**config.mk**
```make
export PLATFORM = sky130hd
export DESIGN_NAME = sar_adc_control
export DESIGN_NICKNAME = d
export VERILOG_FILES = /design/src/common/sar_adc_pkg.sv /design/src/rtl/sar_adc_control.sv
export VERILOG_INCLUDE_DIRS = /design/src /design/src/common
export SDC_FILE = /design/constraint.sdc
export NUM_CORES = 1
export LEC_CHECK = 0
export ABC_CLOCK_PERIOD_IN_PS = 2500
export BUFFER_PORTS_ARGS = -buffer_cell sky130_fd_sc_hd__buf_2
export CORE_ASPECT_RATIO = 0.7
export CORE_UTILIZATION = 49
export DETAILED_ROUTE_END_ITERATION = 8
export PLACE_DENSITY = 0.76
export SYNTH_ARGS = -nofsm -noshare
export SYNTH_HDL_FRONTEND = slang
export SYNTH_SLANG_ARGS = --single-unit
```
**constraint.sdc**
```tcl
create_clock -name clk -period 2.5 [get_ports clk]
set_input_delay 0.125 -clock clk [delete_from_list [all_inputs] [get_ports clk]]
set_output_delay 0.125 -clock clk [all_outputs]
set_load 0.01 [all_outputs]
```
**src/common/sar_adc_consts.svh**
```systemverilog
// Behaviour
// RL1: Ten-bit successive approximation result into result pair
// RL2: Channel field steers shared sample-and-hold input
// RL3: Software waits settling time after channel change
// RL4: Reference bit picks supply or pin; negative grounded
// RL5: Clock select picks divisor or RC clock
// RL6: One bit period per bit, eleven per conversion
// RL7: Software avoids too-short bit periods
// RL8: Divided bit periods follow the system clock
// RL9: RC bit period independent of system clock
// RL10: RC clock advised only for sleep conversions
// RL11: Completion flag set after every conversion
// RL12: Software clears completion flag itself
// RL13: Interrupt when flag and enable both set
// RL14: Interrupt in run and sleep; wakes sleep
// RL15: Wake resumes at instruction after sleep
// RL16: Branch to handler only with global enable
// RL17: Software sets pin input and analog select
// RL18: Start bit write with converter on starts
// RL19: Completion clears busy, sets flag, loads result
// RL20: Abort keeps old result; two-period restart delay
// RL21: Format bit justifies result left or right
// RL22: Bits resolved nine down to zero
`ifndef SAR_ADC_CONSTS_SVH
`define SAR_ADC_CONSTS_SVH
// Register word indices, byte address is index times four
`define IDX_CONTROL0      3'h0
`define IDX_CONTROL1      3'h1
`define IDX_RESULT_HIGH   3'h2
`define IDX_RESULT_LOW    3'h3
`define IDX_ANALOG_SEL    3'h4
`define IDX_IRQ_ENABLE    3'h5
`define IDX_IRQ_FLAGS     3'h6
`define IDX_CORE_IRQ      3'h7
// Field positions
`define BIT_JUSTIFY       7
`define BIT_POSREF        6
`define BIT_CHAN_HI       4
`define BIT_CHAN_LO       2
`define BIT_START         1
`define BIT_ON            0
`define BIT_CLK_HI        6
`define BIT_CLK_LO        4
`define BIT_CONV_IRQ      6
`define BIT_GLOBAL_IRQ    0
// Reset values
`define RST_CONTROL0      8'h00
`define RST_CONTROL1      8'h00
`define RST_ANALOG_SEL    8'hFF
`define RST_IRQ_ENABLE    8'h00
`define RST_IRQ_FLAGS     8'h00
`define RST_CORE_IRQ      8'h00
// Conversion timing in bit periods, and the first trial code
`define TAD_LAST          4'hA
`define ABORT_LAST        4'h1
`define SAR_FIRST_TRIAL   10'h200
`endif

```
**src/common/sar_adc_pkg.sv**
```systemverilog
package sar_adc_pkg;
  typedef enum logic [1:0] {
    ST_IDLE,
    ST_CONV,
    ST_ABORT
  } conv_state_t;

  // Controls toward the analog multiplexer and converter core
  typedef struct packed {
    logic [2:0] channel_select;
    logic       positive_reference_select;
    logic       sample;
    logic [9:0] trial;
  } ana_ctrl_t;
endpackage

```
**src/rtl/sar_adc_control.sv**
```systemverilog
// Our own choices: the AHB-Lite register port and the register offsets.
`timescale 1ns/10ps
`include "sar_adc_consts.svh"
module sar_adc_control (
  input  wire logic                    clk,          // 40 MHz system clock
  input  wire logic                    srst,         // Synchronous reset
  input  wire logic                    ce,           // Clock enable, freezes all
  input  wire logic                    hsel,         // Slave select
  input  wire logic [31:0]             haddr,        // Byte address
  input  wire logic [1:0]              htrans,       // Transfer type
  input  wire logic                    hwrite,       // Write when high
  input  wire logic [2:0]              hsize,        // Word only
  input  wire logic [31:0]             hwdata,       // Write data
  input  wire logic                    hready,       // Bus ready
  input  wire logic                    comp_pin,     // High: input below trial
  input  wire logic                    frc_pin,      // Dedicated RC oscillator
  input  wire logic                    sleep_mode,   // Core is sleeping
  output logic                         hreadyout_q,  // Slave ready
  output logic [31:0]                  hrdata_q,     // Read data
  output logic                         hresp_q,      // Always OKAY
  output sar_adc_pkg::ana_ctrl_t       ana_q,        // Analog side controls
  output logic [7:0]                   analog_pin_q, // Analog pin select
  output logic                         irq_q,        // Conversion interrupt
  output logic                         wake_q,       // Wake, resume next instr
  output logic                         isr_branch_q  // Branch to handler
);
  import sar_adc_pkg::*;

  ////////////////////////////////////////////////////////////////////////////
  // Declarations
  conv_state_t  state_q;
  logic [7:0]   control0_q, control1_q, result_high_q, result_low_q;
  logic [7:0]   analog_input_select_q, peripheral_irq_enable_one_q;
  logic [7:0]   peripheral_irq_flags_one_q, core_irq_q;
  logic [9:0]   sar_q, sar_d;
  logic [3:0]   tad_cnt_q, bit_idx;
  logic [5:0]   div_cnt_q, div_last;
  logic [2:0]   sync_q [2];
  logic [1:0]   lvl_q;
  logic         frc_prev_q, rc_mode, rc_rise, tick, running;
  logic         wr_pend_q, rd_pend_q, map_wr_q, map_rd_q;
  logic [2:0]   wr_idx_q, rd_idx_q;
  logic         wr_en, sw_start, sw_stop, abort_req, done, addr_ok;
  logic         irq_pend;

  // Last count of the system clock divider for a clock select code
  function automatic logic [5:0] divider_last(input logic [2:0] sel);
    logic [2:0] idx;
    idx = {sel[1:0], sel[2]};
    divider_last = 6'((7'h02 << idx) - 7'h01);
  endfunction

  ////////////////////////////////////////////////////////////////////////////
  // Input synchronisers, a change counts once stages two and three agree
  wire logic [1:0] pins = {frc_pin, comp_pin};
  generate
    for (genvar i = 0; i < 2; i++) begin : g_sync
      always_ff @(posedge clk) begin
        if (srst) begin
          sync_q[i] <= 3'h0;
          lvl_q[i]  <= 1'b0;
        end else if (ce) begin
          sync_q[i] <= {sync_q[i][1:0], pins[i]};
          if (sync_q[i][1] == sync_q[i][2]) begin
            lvl_q[i] <= sync_q[i][2];
          end
        end
      end
    end
  endgenerate

  ////////////////////////////////////////////////////////////////////////////
  // Bit period tick: divided system clock or RC oscillator edges
  assign rc_mode  = (control1_q[`BIT_CLK_LO +: 2] == 2'h3);                // [RL5]
  assign div_last = divider_last(control1_q[`BIT_CLK_HI:`BIT_CLK_LO]);     // [RL5]
  assign rc_rise  = lvl_q[1] & ~frc_prev_q;                                // [RL9]
  assign running  = (state_q != ST_IDLE);
  assign tick     = rc_mode ? rc_rise : (running && div_cnt_q >= div_last); // [RL8]

  // Divider restarts with every conversion so the first period is whole
  always_ff @(posedge clk) begin
    if (srst) begin
      div_cnt_q  <= 6'h00;
      frc_prev_q <= 1'b0;
    end else if (ce) begin
      frc_prev_q <= lvl_q[1];
      if (!running || div_cnt_q >= div_last) begin
        div_cnt_q <= 6'h00;
      end else begin
        div_cnt_q <= div_cnt_q + 6'h01;                                    // [RL8]
      end
    end
  end

  ////////////////////////////////////////////////////////////////////////////
  // Bus address phase capture; writes land in the data phase
  assign addr_ok = hsel & htrans[1] & hready;
  assign wr_en   = wr_pend_q & map_wr_q;

  always_ff @(posedge clk) begin
    if (srst) begin
      wr_pend_q   <= 1'b0;
      rd_pend_q   <= 1'b0;
      map_wr_q    <= 1'b0;
      map_rd_q    <= 1'b0;
      wr_idx_q    <= 3'h0;
      rd_idx_q    <= 3'h0;
      hreadyout_q <= 1'b1;
      hresp_q     <= 1'b0;
    end else if (ce) begin
      wr_pend_q   <= addr_ok & hwrite;
      rd_pend_q   <= addr_ok & ~hwrite;
      map_wr_q    <= (haddr[31:5] == 27'h0);
      map_rd_q    <= (haddr[31:5] == 27'h0);
      wr_idx_q    <= haddr[4:2];
      rd_idx_q    <= haddr[4:2];
      // One wait state on reads so a write just before is visible
      hreadyout_q <= ~(addr_ok & ~hwrite);
    end
  end

  // Read data, unmapped words read as zero
  always_ff @(posedge clk) begin
    if (srst) begin
      hrdata_q <= 32'h0000_0000;
    end else if (ce && rd_pend_q) begin
      hrdata_q <= 32'h0000_0000;
      if (map_rd_q) begin
        case (rd_idx_q)
          `IDX_CONTROL0:    hrdata_q[7:0] <= control0_q | {6'h00, state_q == ST_CONV, 1'b0};
          `IDX_CONTROL1:    hrdata_q[7:0] <= control1_q;
          `IDX_RESULT_HIGH: hrdata_q[7:0] <= result_high_q;
          `IDX_RESULT_LOW:  hrdata_q[7:0] <= result_low_q;
          `IDX_ANALOG_SEL:  hrdata_q[7:0] <= analog_input_select_q;
          `IDX_IRQ_ENABLE:  hrdata_q[7:0] <= peripheral_irq_enable_one_q;
          `IDX_IRQ_FLAGS:   hrdata_q[7:0] <= peripheral_irq_flags_one_q;
          default:          hrdata_q[7:0] <= core_irq_q;
        endcase
      end
    end
  end

  ////////////////////////////////////////////////////////////////////////////
  // Software registers; busy is the state itself, not stored here
  always_ff @(posedge clk) begin
    if (srst) begin
      control0_q                  <= `RST_CONTROL0;
      control1_q                  <= `RST_CONTROL1;
      analog_input_select_q       <= `RST_ANALOG_SEL;
      peripheral_irq_enable_one_q <= `RST_IRQ_ENABLE;
      core_irq_q                  <= `RST_CORE_IRQ;
    end else if (ce && wr_en) begin
      case (wr_idx_q)
        `IDX_CONTROL0:   control0_q <= hwdata[7:0] & 8'hDD;
        `IDX_CONTROL1:   control1_q <= hwdata[7:0] & 8'h70;
        `IDX_ANALOG_SEL: analog_input_select_q <= hwdata[7:0];               // [RL17]
        `IDX_IRQ_ENABLE: peripheral_irq_enable_one_q <= hwdata[7:0];
        `IDX_CORE_IRQ:   core_irq_q <= hwdata[7:0] & 8'h01;
        default: ;
      endcase
    end
  end

  ////////////////////////////////////////////////////////////////////////////
  // Start, stop and abort conditions
  wire logic ctl0_wr = wr_en && (wr_idx_q == `IDX_CONTROL0);
  assign sw_start  = ctl0_wr && hwdata[`BIT_START] && control0_q[`BIT_ON]; // [RL18]
  assign sw_stop   = ctl0_wr && (!hwdata[`BIT_START] || !hwdata[`BIT_ON]); // [RL20]
  // Sleep kills a conversion unless it runs on the RC clock
  assign abort_req = sw_stop || (sleep_mode && !rc_mode);
  assign done      = (state_q == ST_CONV) && tick && (tad_cnt_q == `TAD_LAST)
                     && !abort_req;                                        // [RL6]

  // Successive approximation step, MSB first after the first period
  assign bit_idx = 4'hA - tad_cnt_q;                                       // [RL22]
  always_comb begin
    sar_d = sar_q;
    if (tad_cnt_q != 4'h0) begin
      if (lvl_q[0]) begin
        sar_d[bit_idx] = 1'b0;                                             // [RL22]
      end
      if (bit_idx != 4'h0) begin
        sar_d[bit_idx - 4'h1] = 1'b1;                                      // [RL22]
      end
    end
  end

  ////////////////////////////////////////////////////////////////////////////
  // Conversion state machine
  always_ff @(posedge clk) begin
    if (srst) begin
      state_q   <= ST_IDLE;
      tad_cnt_q <= 4'h0;
      sar_q     <= 10'h000;
    end else if (ce) begin
      case (state_q)
        ST_IDLE: begin
          if (sw_start && !(sleep_mode && !rc_mode)) begin
            state_q   <= ST_CONV;                                          // [RL18]
            tad_cnt_q <= 4'h0;
            sar_q     <= `SAR_FIRST_TRIAL;
          end
        end
        ST_CONV: begin
          if (abort_req) begin
            state_q   <= ST_ABORT;                                         // [RL20]
            tad_cnt_q <= 4'h0;
          end else if (tick) begin
            sar_q     <= sar_d;
            tad_cnt_q <= tad_cnt_q + 4'h1;                                 // [RL6]
            if (tad_cnt_q == `TAD_LAST) begin
              state_q <= ST_IDLE;                                          // [RL19]
            end
          end
        end
        ST_ABORT: begin
          if (tick) begin
            tad_cnt_q <= tad_cnt_q + 4'h1;
            if (tad_cnt_q == `ABORT_LAST) begin
              state_q <= ST_IDLE;                                          // [RL20]
            end
          end
        end
        default: state_q <= ST_IDLE;
      endcase
    end
  end

  // Result pair loads only on completion, formatted at load time
  always_ff @(posedge clk) begin
    if (srst) begin
      result_high_q <= 8'h00;
      result_low_q  <= 8'h00;
    end else if (ce && done) begin
      if (control0_q[`BIT_JUSTIFY]) begin
        result_high_q <= {6'h00, sar_d[9:8]};                              // [RL21]
        result_low_q  <= sar_d[7:0];                                       // [RL1]
      end else begin
        result_high_q <= sar_d[9:2];                                       // [RL21]
        result_low_q  <= {sar_d[1:0], 6'h00};
      end
    end
  end

  // Flags; a completion in the same cycle as a clear wins
  always_ff @(posedge clk) begin
    if (srst) begin
      peripheral_irq_flags_one_q <= `RST_IRQ_FLAGS;
    end else if (ce) begin
      if (wr_en && wr_idx_q == `IDX_IRQ_FLAGS) begin
        peripheral_irq_flags_one_q <= hwdata[7:0];                         // [RL12]
      end
      if (done) begin
        peripheral_irq_flags_one_q[`BIT_CONV_IRQ] <= 1'b1;                 // [RL11]
      end
    end
  end

  ////////////////////////////////////////////////////////////////////////////
  // Interrupt, wake and branch outputs toward the core
  assign irq_pend = peripheral_irq_flags_one_q[`BIT_CONV_IRQ]
                    & peripheral_irq_enable_one_q[`BIT_CONV_IRQ];          // [RL13]
  always_ff @(posedge clk) begin
    if (srst) begin
      irq_q        <= 1'b0;
      wake_q       <= 1'b0;
      isr_branch_q <= 1'b0;
    end else if (ce) begin
      irq_q        <= irq_pend;                                            // [RL14]
      wake_q       <= irq_pend & sleep_mode;                               // [RL15]
      isr_branch_q <= irq_pend & core_irq_q[`BIT_GLOBAL_IRQ];              // [RL16]
    end
  end

  // Analog controls; sampling only while idle and switched on
  always_ff @(posedge clk) begin
    if (srst) begin
      ana_q        <= '0;
      analog_pin_q <= `RST_ANALOG_SEL;
    end else if (ce) begin
      ana_q.channel_select            <= control0_q[`BIT_CHAN_HI:`BIT_CHAN_LO]; // [RL2]
      ana_q.positive_reference_select <= control0_q[`BIT_POSREF];          // [RL4]
      ana_q.sample  <= (state_q == ST_IDLE) && control0_q[`BIT_ON];
      ana_q.trial   <= (state_q == ST_CONV) ? sar_q : 10'h000;
      analog_pin_q  <= analog_input_select_q;
    end
  end

  ////////////////////////////////////////////////////////////////////////////
  // Checks
  done_sets_flag_a: assert property (@(posedge clk) disable iff (srst)  // [RL11]
    ce && done |=> peripheral_irq_flags_one_q[`BIT_CONV_IRQ] && state_q == ST_IDLE)
    else $error("completion did not set flag or clear busy");
  abort_keeps_a: assert property (@(posedge clk) disable iff (srst)  // [RL20]
    state_q == ST_ABORT |-> $stable(result_high_q) && $stable(result_low_q))
    else $error("result changed after abort");
  abort_two_a: assert property (@(posedge clk) disable iff (srst)  // [RL20]
    state_q == ST_ABORT |-> tad_cnt_q <= `ABORT_LAST)
    else $error("abort wait exceeded two periods");
  start_begins_a: assert property (@(posedge clk) disable iff (srst)  // [RL18]
    ce && sw_start && state_q == ST_IDLE && !sleep_mode |=> state_q == ST_CONV && tad_cnt_q == 4'h0)
    else $error("start did not begin conversion");
  eleven_periods_a: assert property (@(posedge clk) disable iff (srst)  // [RL6]
    state_q == ST_CONV |-> tad_cnt_q <= `TAD_LAST)
    else $error("conversion ran past eleven periods");
  divider_tick_a: assert property (@(posedge clk) disable iff (srst)  // [RL5]
    tick && !rc_mode |-> div_cnt_q == divider_last(control1_q[6:4]))
    else $error("divided tick at wrong count");
  irq_follows_a: assert property (@(posedge clk) disable iff (srst)  // [RL13]
    ce |=> irq_q == $past(irq_pend))
    else $error("interrupt does not follow flag and enable");
  branch_gate_a: assert property (@(posedge clk) disable iff (srst)  // [RL16]
    ce && irq_pend && !core_irq_q[0] |=> !isr_branch_q)
    else $error("branch without global enable");
  wake_sleep_a: assert property (@(posedge clk) disable iff (srst)  // [RL14]
    ce && irq_pend && sleep_mode |=> wake_q ##0 irq_q)
    else $error("interrupt in sleep did not wake");
  msb_first_a: assert property (@(posedge clk) disable iff (srst)  // [RL22]
    ce && state_q == ST_IDLE && sw_start && !sleep_mode |=> sar_q == 10'h200)
    else $error("first trial not bit nine");
endmodule

```
==> impl_metrics.yaml <==
critical_path:
  path_cells: "o21ai_0 > ha_1 > nand4_1 > o22ai_4 > o211a_1 > nand3_1 > or3_1 > a21oi_1"
  crit_buf_inv: 0
  cp_slowest_cell: "dfxtp_1"
  worstSetupEndpointType: "flop"
  cp.required_ps: 2840
  cp-start-kind: "flop"
  cp_max_fo: 6
  critical_path_arrival_ps: 2750
  cp_top_family: "compound AO/OA/AOI/OAI gates"
  path_class: "reg -> reg"
  slowest_delay_ps: 390
placement:
  pre_cts_slack_ps: -32.61
  dpl_cell_area_um2: 6753
  gp_congestion: 0.9296
  portBuffers: 82
  dp_hpwl_um: 12260
synth:
  ys.flop_type: "dfxtp_1"
  synth.top_cell.area_share_pct: 37.69
  synth_fa_ha_area_share_pct: 3.452
  synth-xor-area-share_pct: 1.422
  syn_avg_cell_area_um2: 8.814
  synth_area_leaders: "dfxtp_1 38%, mux2i_1 8.1%, a21oi_1 4.5%, nand2_1 4.5%, nor2_1 4.3%"
  synthesis.area_um2: 6161
  synth-edff-count: 6
  synth_top_family_by_area: "simple AND/OR/NAND/NOR gates"
  synth_compound_area_share_pct: 17.89
  ys_seq_area_share_pct: 40.62
  ys_warn_count: 0
  yosysUniqueCellTypes: 72
  async_reset_ff_share_pct: 0
  synth_mux_area_share_pct: 9.951
  synth-simple-area-share_pct: 19.09
  syn_inst: 699
  synth.ff_latch_count: 122
  synth_top_area_cell: "dfxtp_1"
cells_and_area:
  final_area_um2: 7545
  final_nets: 892
  antenna_cells: 0
  drive_above_1_share_pct: 22.84
  syn2layout_area_growth_pct: 22.46
cts:
  cts_buffers: 17
  clk_latency_ps: 420
  cts-root-buf: "clkbuf_16"
  cts_sinks: 122
  cts_max_level: 4
  cts_tree: "built"
  path_clk_slew_ps: 60
  cts.path.max_buffers: 2
route:
  dr.pass1.iters: 5
  viasPerCell: 5.792
  drc: 0
  drtAntennaViolNets: 0
  via_count: 5601
  drt-initial-drc-count: 459
  wire_per_inst_um: 18.03
  drt-total-wl_um: 17430
power_and_ir_drop:
  leakage_nw: 3.004
  comb_power_share_pct: 4.8
  powerDensity_nw_per_um2: 668.4
  p_clk_share_pct: 55.9
  pwr-share-seq_pct: 39.3
  switchingPower_mw: 1.093
  worst_ir_drop_vdd_mv: 0.5236
  switching_share_pct: 21.68
  p_int_mw: 3.950
  p_total_mw: 5.043
sta:
  tightest_slew_ps: 906.2
  final.setup_skew_ps: 10.98
  finalCritPeriodShare_pct: 96.31
  fin_setup_tns_ps: 0
  setup_viol: 0
  relSlewSlack_pct: 39.31
  fin_ws_ps: 92.25
  slew_viol_final: 0
  max_freq_ghz: 0.4153
  finalHoldViolations: 0
  fin_crit_ps: 2408
floorplanning:
  coreArea_um2: 11970
  die_y_um: 95.82
  start_util_pct: 51.45
  floorplan.die.width_um: 136.0
  dieArea_um2: 13030
  pin_count: 138
  std_cell_rows: 33
worst_hold_path:
  hp-class: "in -> reg"
grt:
  track_usage_pct: 27.47
  overflow: 0
  grt_max_degree: 55
  antenna_found_initial: 0
  grt_pass1_wl_um: 27010
  grt_pass1_vias: 5293
run:
  maxCapViolations: 0
run_status:
  status: "complete, no violations"
==> what timing repair did <==
item,4_1_cts,5_1_grt
gates resized for setup,1,10
endpoints found under the hold margin,5,0
setup buffers,0,1
hold buffers,5,0
endpoints found under the setup margin,7,19
pin swaps,0,2
==> cells in the final DEF (no fill, tap or decap), drive strengths merged, types with 9 or more instances in the layout <==
master | netlist | layout
nand3 | 32 | 32
ha | 17 | 17
dfxtp | 116 | 116
mux2i | 50 | 50
nor3 | 12 | 12
a22oi | 12 | 12
buf | 44 | 121
and3 | 9 | 9
nand2 | 74 | 74
nor2 | 70 | 70
nor2b | 9 | 9
clkbuf | 27 | 20
a21oi | 56 | 56
inv | 16 | 17
o21ai | 24 | 24
conb | 1 | 25
==> kinds of logic (layout without fill, tap and decap cells) <==
group | count (synthesis) | after routing
DFF | 122 | 122
other | 1 | 25
xor gates and xnor gates | 10 | 10
muxes | 57 | 57
and+or+nand+nor | 247 | 247
buffers and inverters | 87 | 174
AOI/OAI and AO/OA | 158 | 158
adders and majority gates | 17 | 17
==> path summary, 6_finish.rpt <==
kind | from | endpoint | slack [ps] | cells past startpoint
worst max-delay path | control1_q[4] | result_high_q[4] | 90 | 8
worst min register to register | result_low_q[3] | result_low_q[3] | 450 | 2
worst max register to register | control1_q[4] | result_high_q[4] | 90 | 8
worst min-delay path | hwdata[3] | analog_input_select_q[3] | 8 | 3
==> synthesized netlist by cell type (7+ instances only) <==
master / instances
ha_1: 17
nand3_1: 32
mux2i_1: 50
a22oi_1: 12
and3_1: 9
inv_1: 16
o31ai_1: 7
nand4_1: 7
nor2_1: 70
buf_4: 28
buf_2: 7
nor2b_1: 9
nand2_1: 74
nor3_1: 10
clkbuf_1: 27
dfxtp_1: 116
a21oi_1: 56
o21ai_0: 21
==> stage by stage <==
step | instances | hold WS [ps] | utilization (%)
global placement | 929 | 370.3 | 56.39
finish | 967 | 8.208 | 63.01
global route | 967 | 5.506 | 63.01
CTS | 966 | 3.104 | 62.61
detailed placement | 929 | 376.8 | 56.39
floorplan | 723 | 253.7 | -
==> power groups by stage <==
| stage | logic (mW) | clock network [mW] | registers, mW |
|---|---|---|---|
| after detailed placement | 0.229 | 0 | 2.02 |
| after floorplan | 0.178 | 0 | 2.02 |
| after global routing | 0.263 | 2.94 | 1.98 |
| after global placement | 0.224 | 0 | 2.02 |
| final | 0.243 | 2.82 | 1.98 |
| after CTS | 0.239 | 2.84 | 1.98 |
==> worst min-delay path, cell delays in order <==
cell and delay [ps]:
buf_2 140, mux2i_1 80, nand2_1 50
==> sequential cells by signal, summed over array words and instances, names as in the netlist, 2 cells and up <==
signal	cells
peripheral_irq_enable_one_q	8
control0_q	6
hrdata_q	8
state_q	2
peripheral_irq_flags_one_q	8
div_cnt_q	6
result_high_q	8
result_low_q	8
tad_cnt_q	4
lvl_q	2
control1_q	3
analog_pin_q	8
analog_input_select_q	8
sync_q	6
rd_idx_q	3
sar_q	10
ana_q	15
==> layer usage <==
layer | wire length, um | up-vias | GRT usage (%)
li1 | - | 2651 | -
met1 | 8043 | 2662 | 37.04
met2 | 7880 | 265 | 44.04
met3 | 1347 | 23 | 6.161
met4 | 163 | 0 | 7.963
met5 | 0 | - | 0
==> layout make-up <==
| type | count | area, um2 |
|---|---|---|
| Clock buffer | 20 | 478.0 |
| Clock inverter | 12 | 210.2 |
| Fill cell | 1004 | 4429 |
| Inverter | 16 | 60.06 |
| Multi-Input combinational cell | 514 | 3326 |
| Sequential cell | 122 | 2505 |
| Tap cell | 157 | 196.4 |
| Timing Repair Buffer | 126 | 769.5 |
Power figures use the tool's default switching activity.
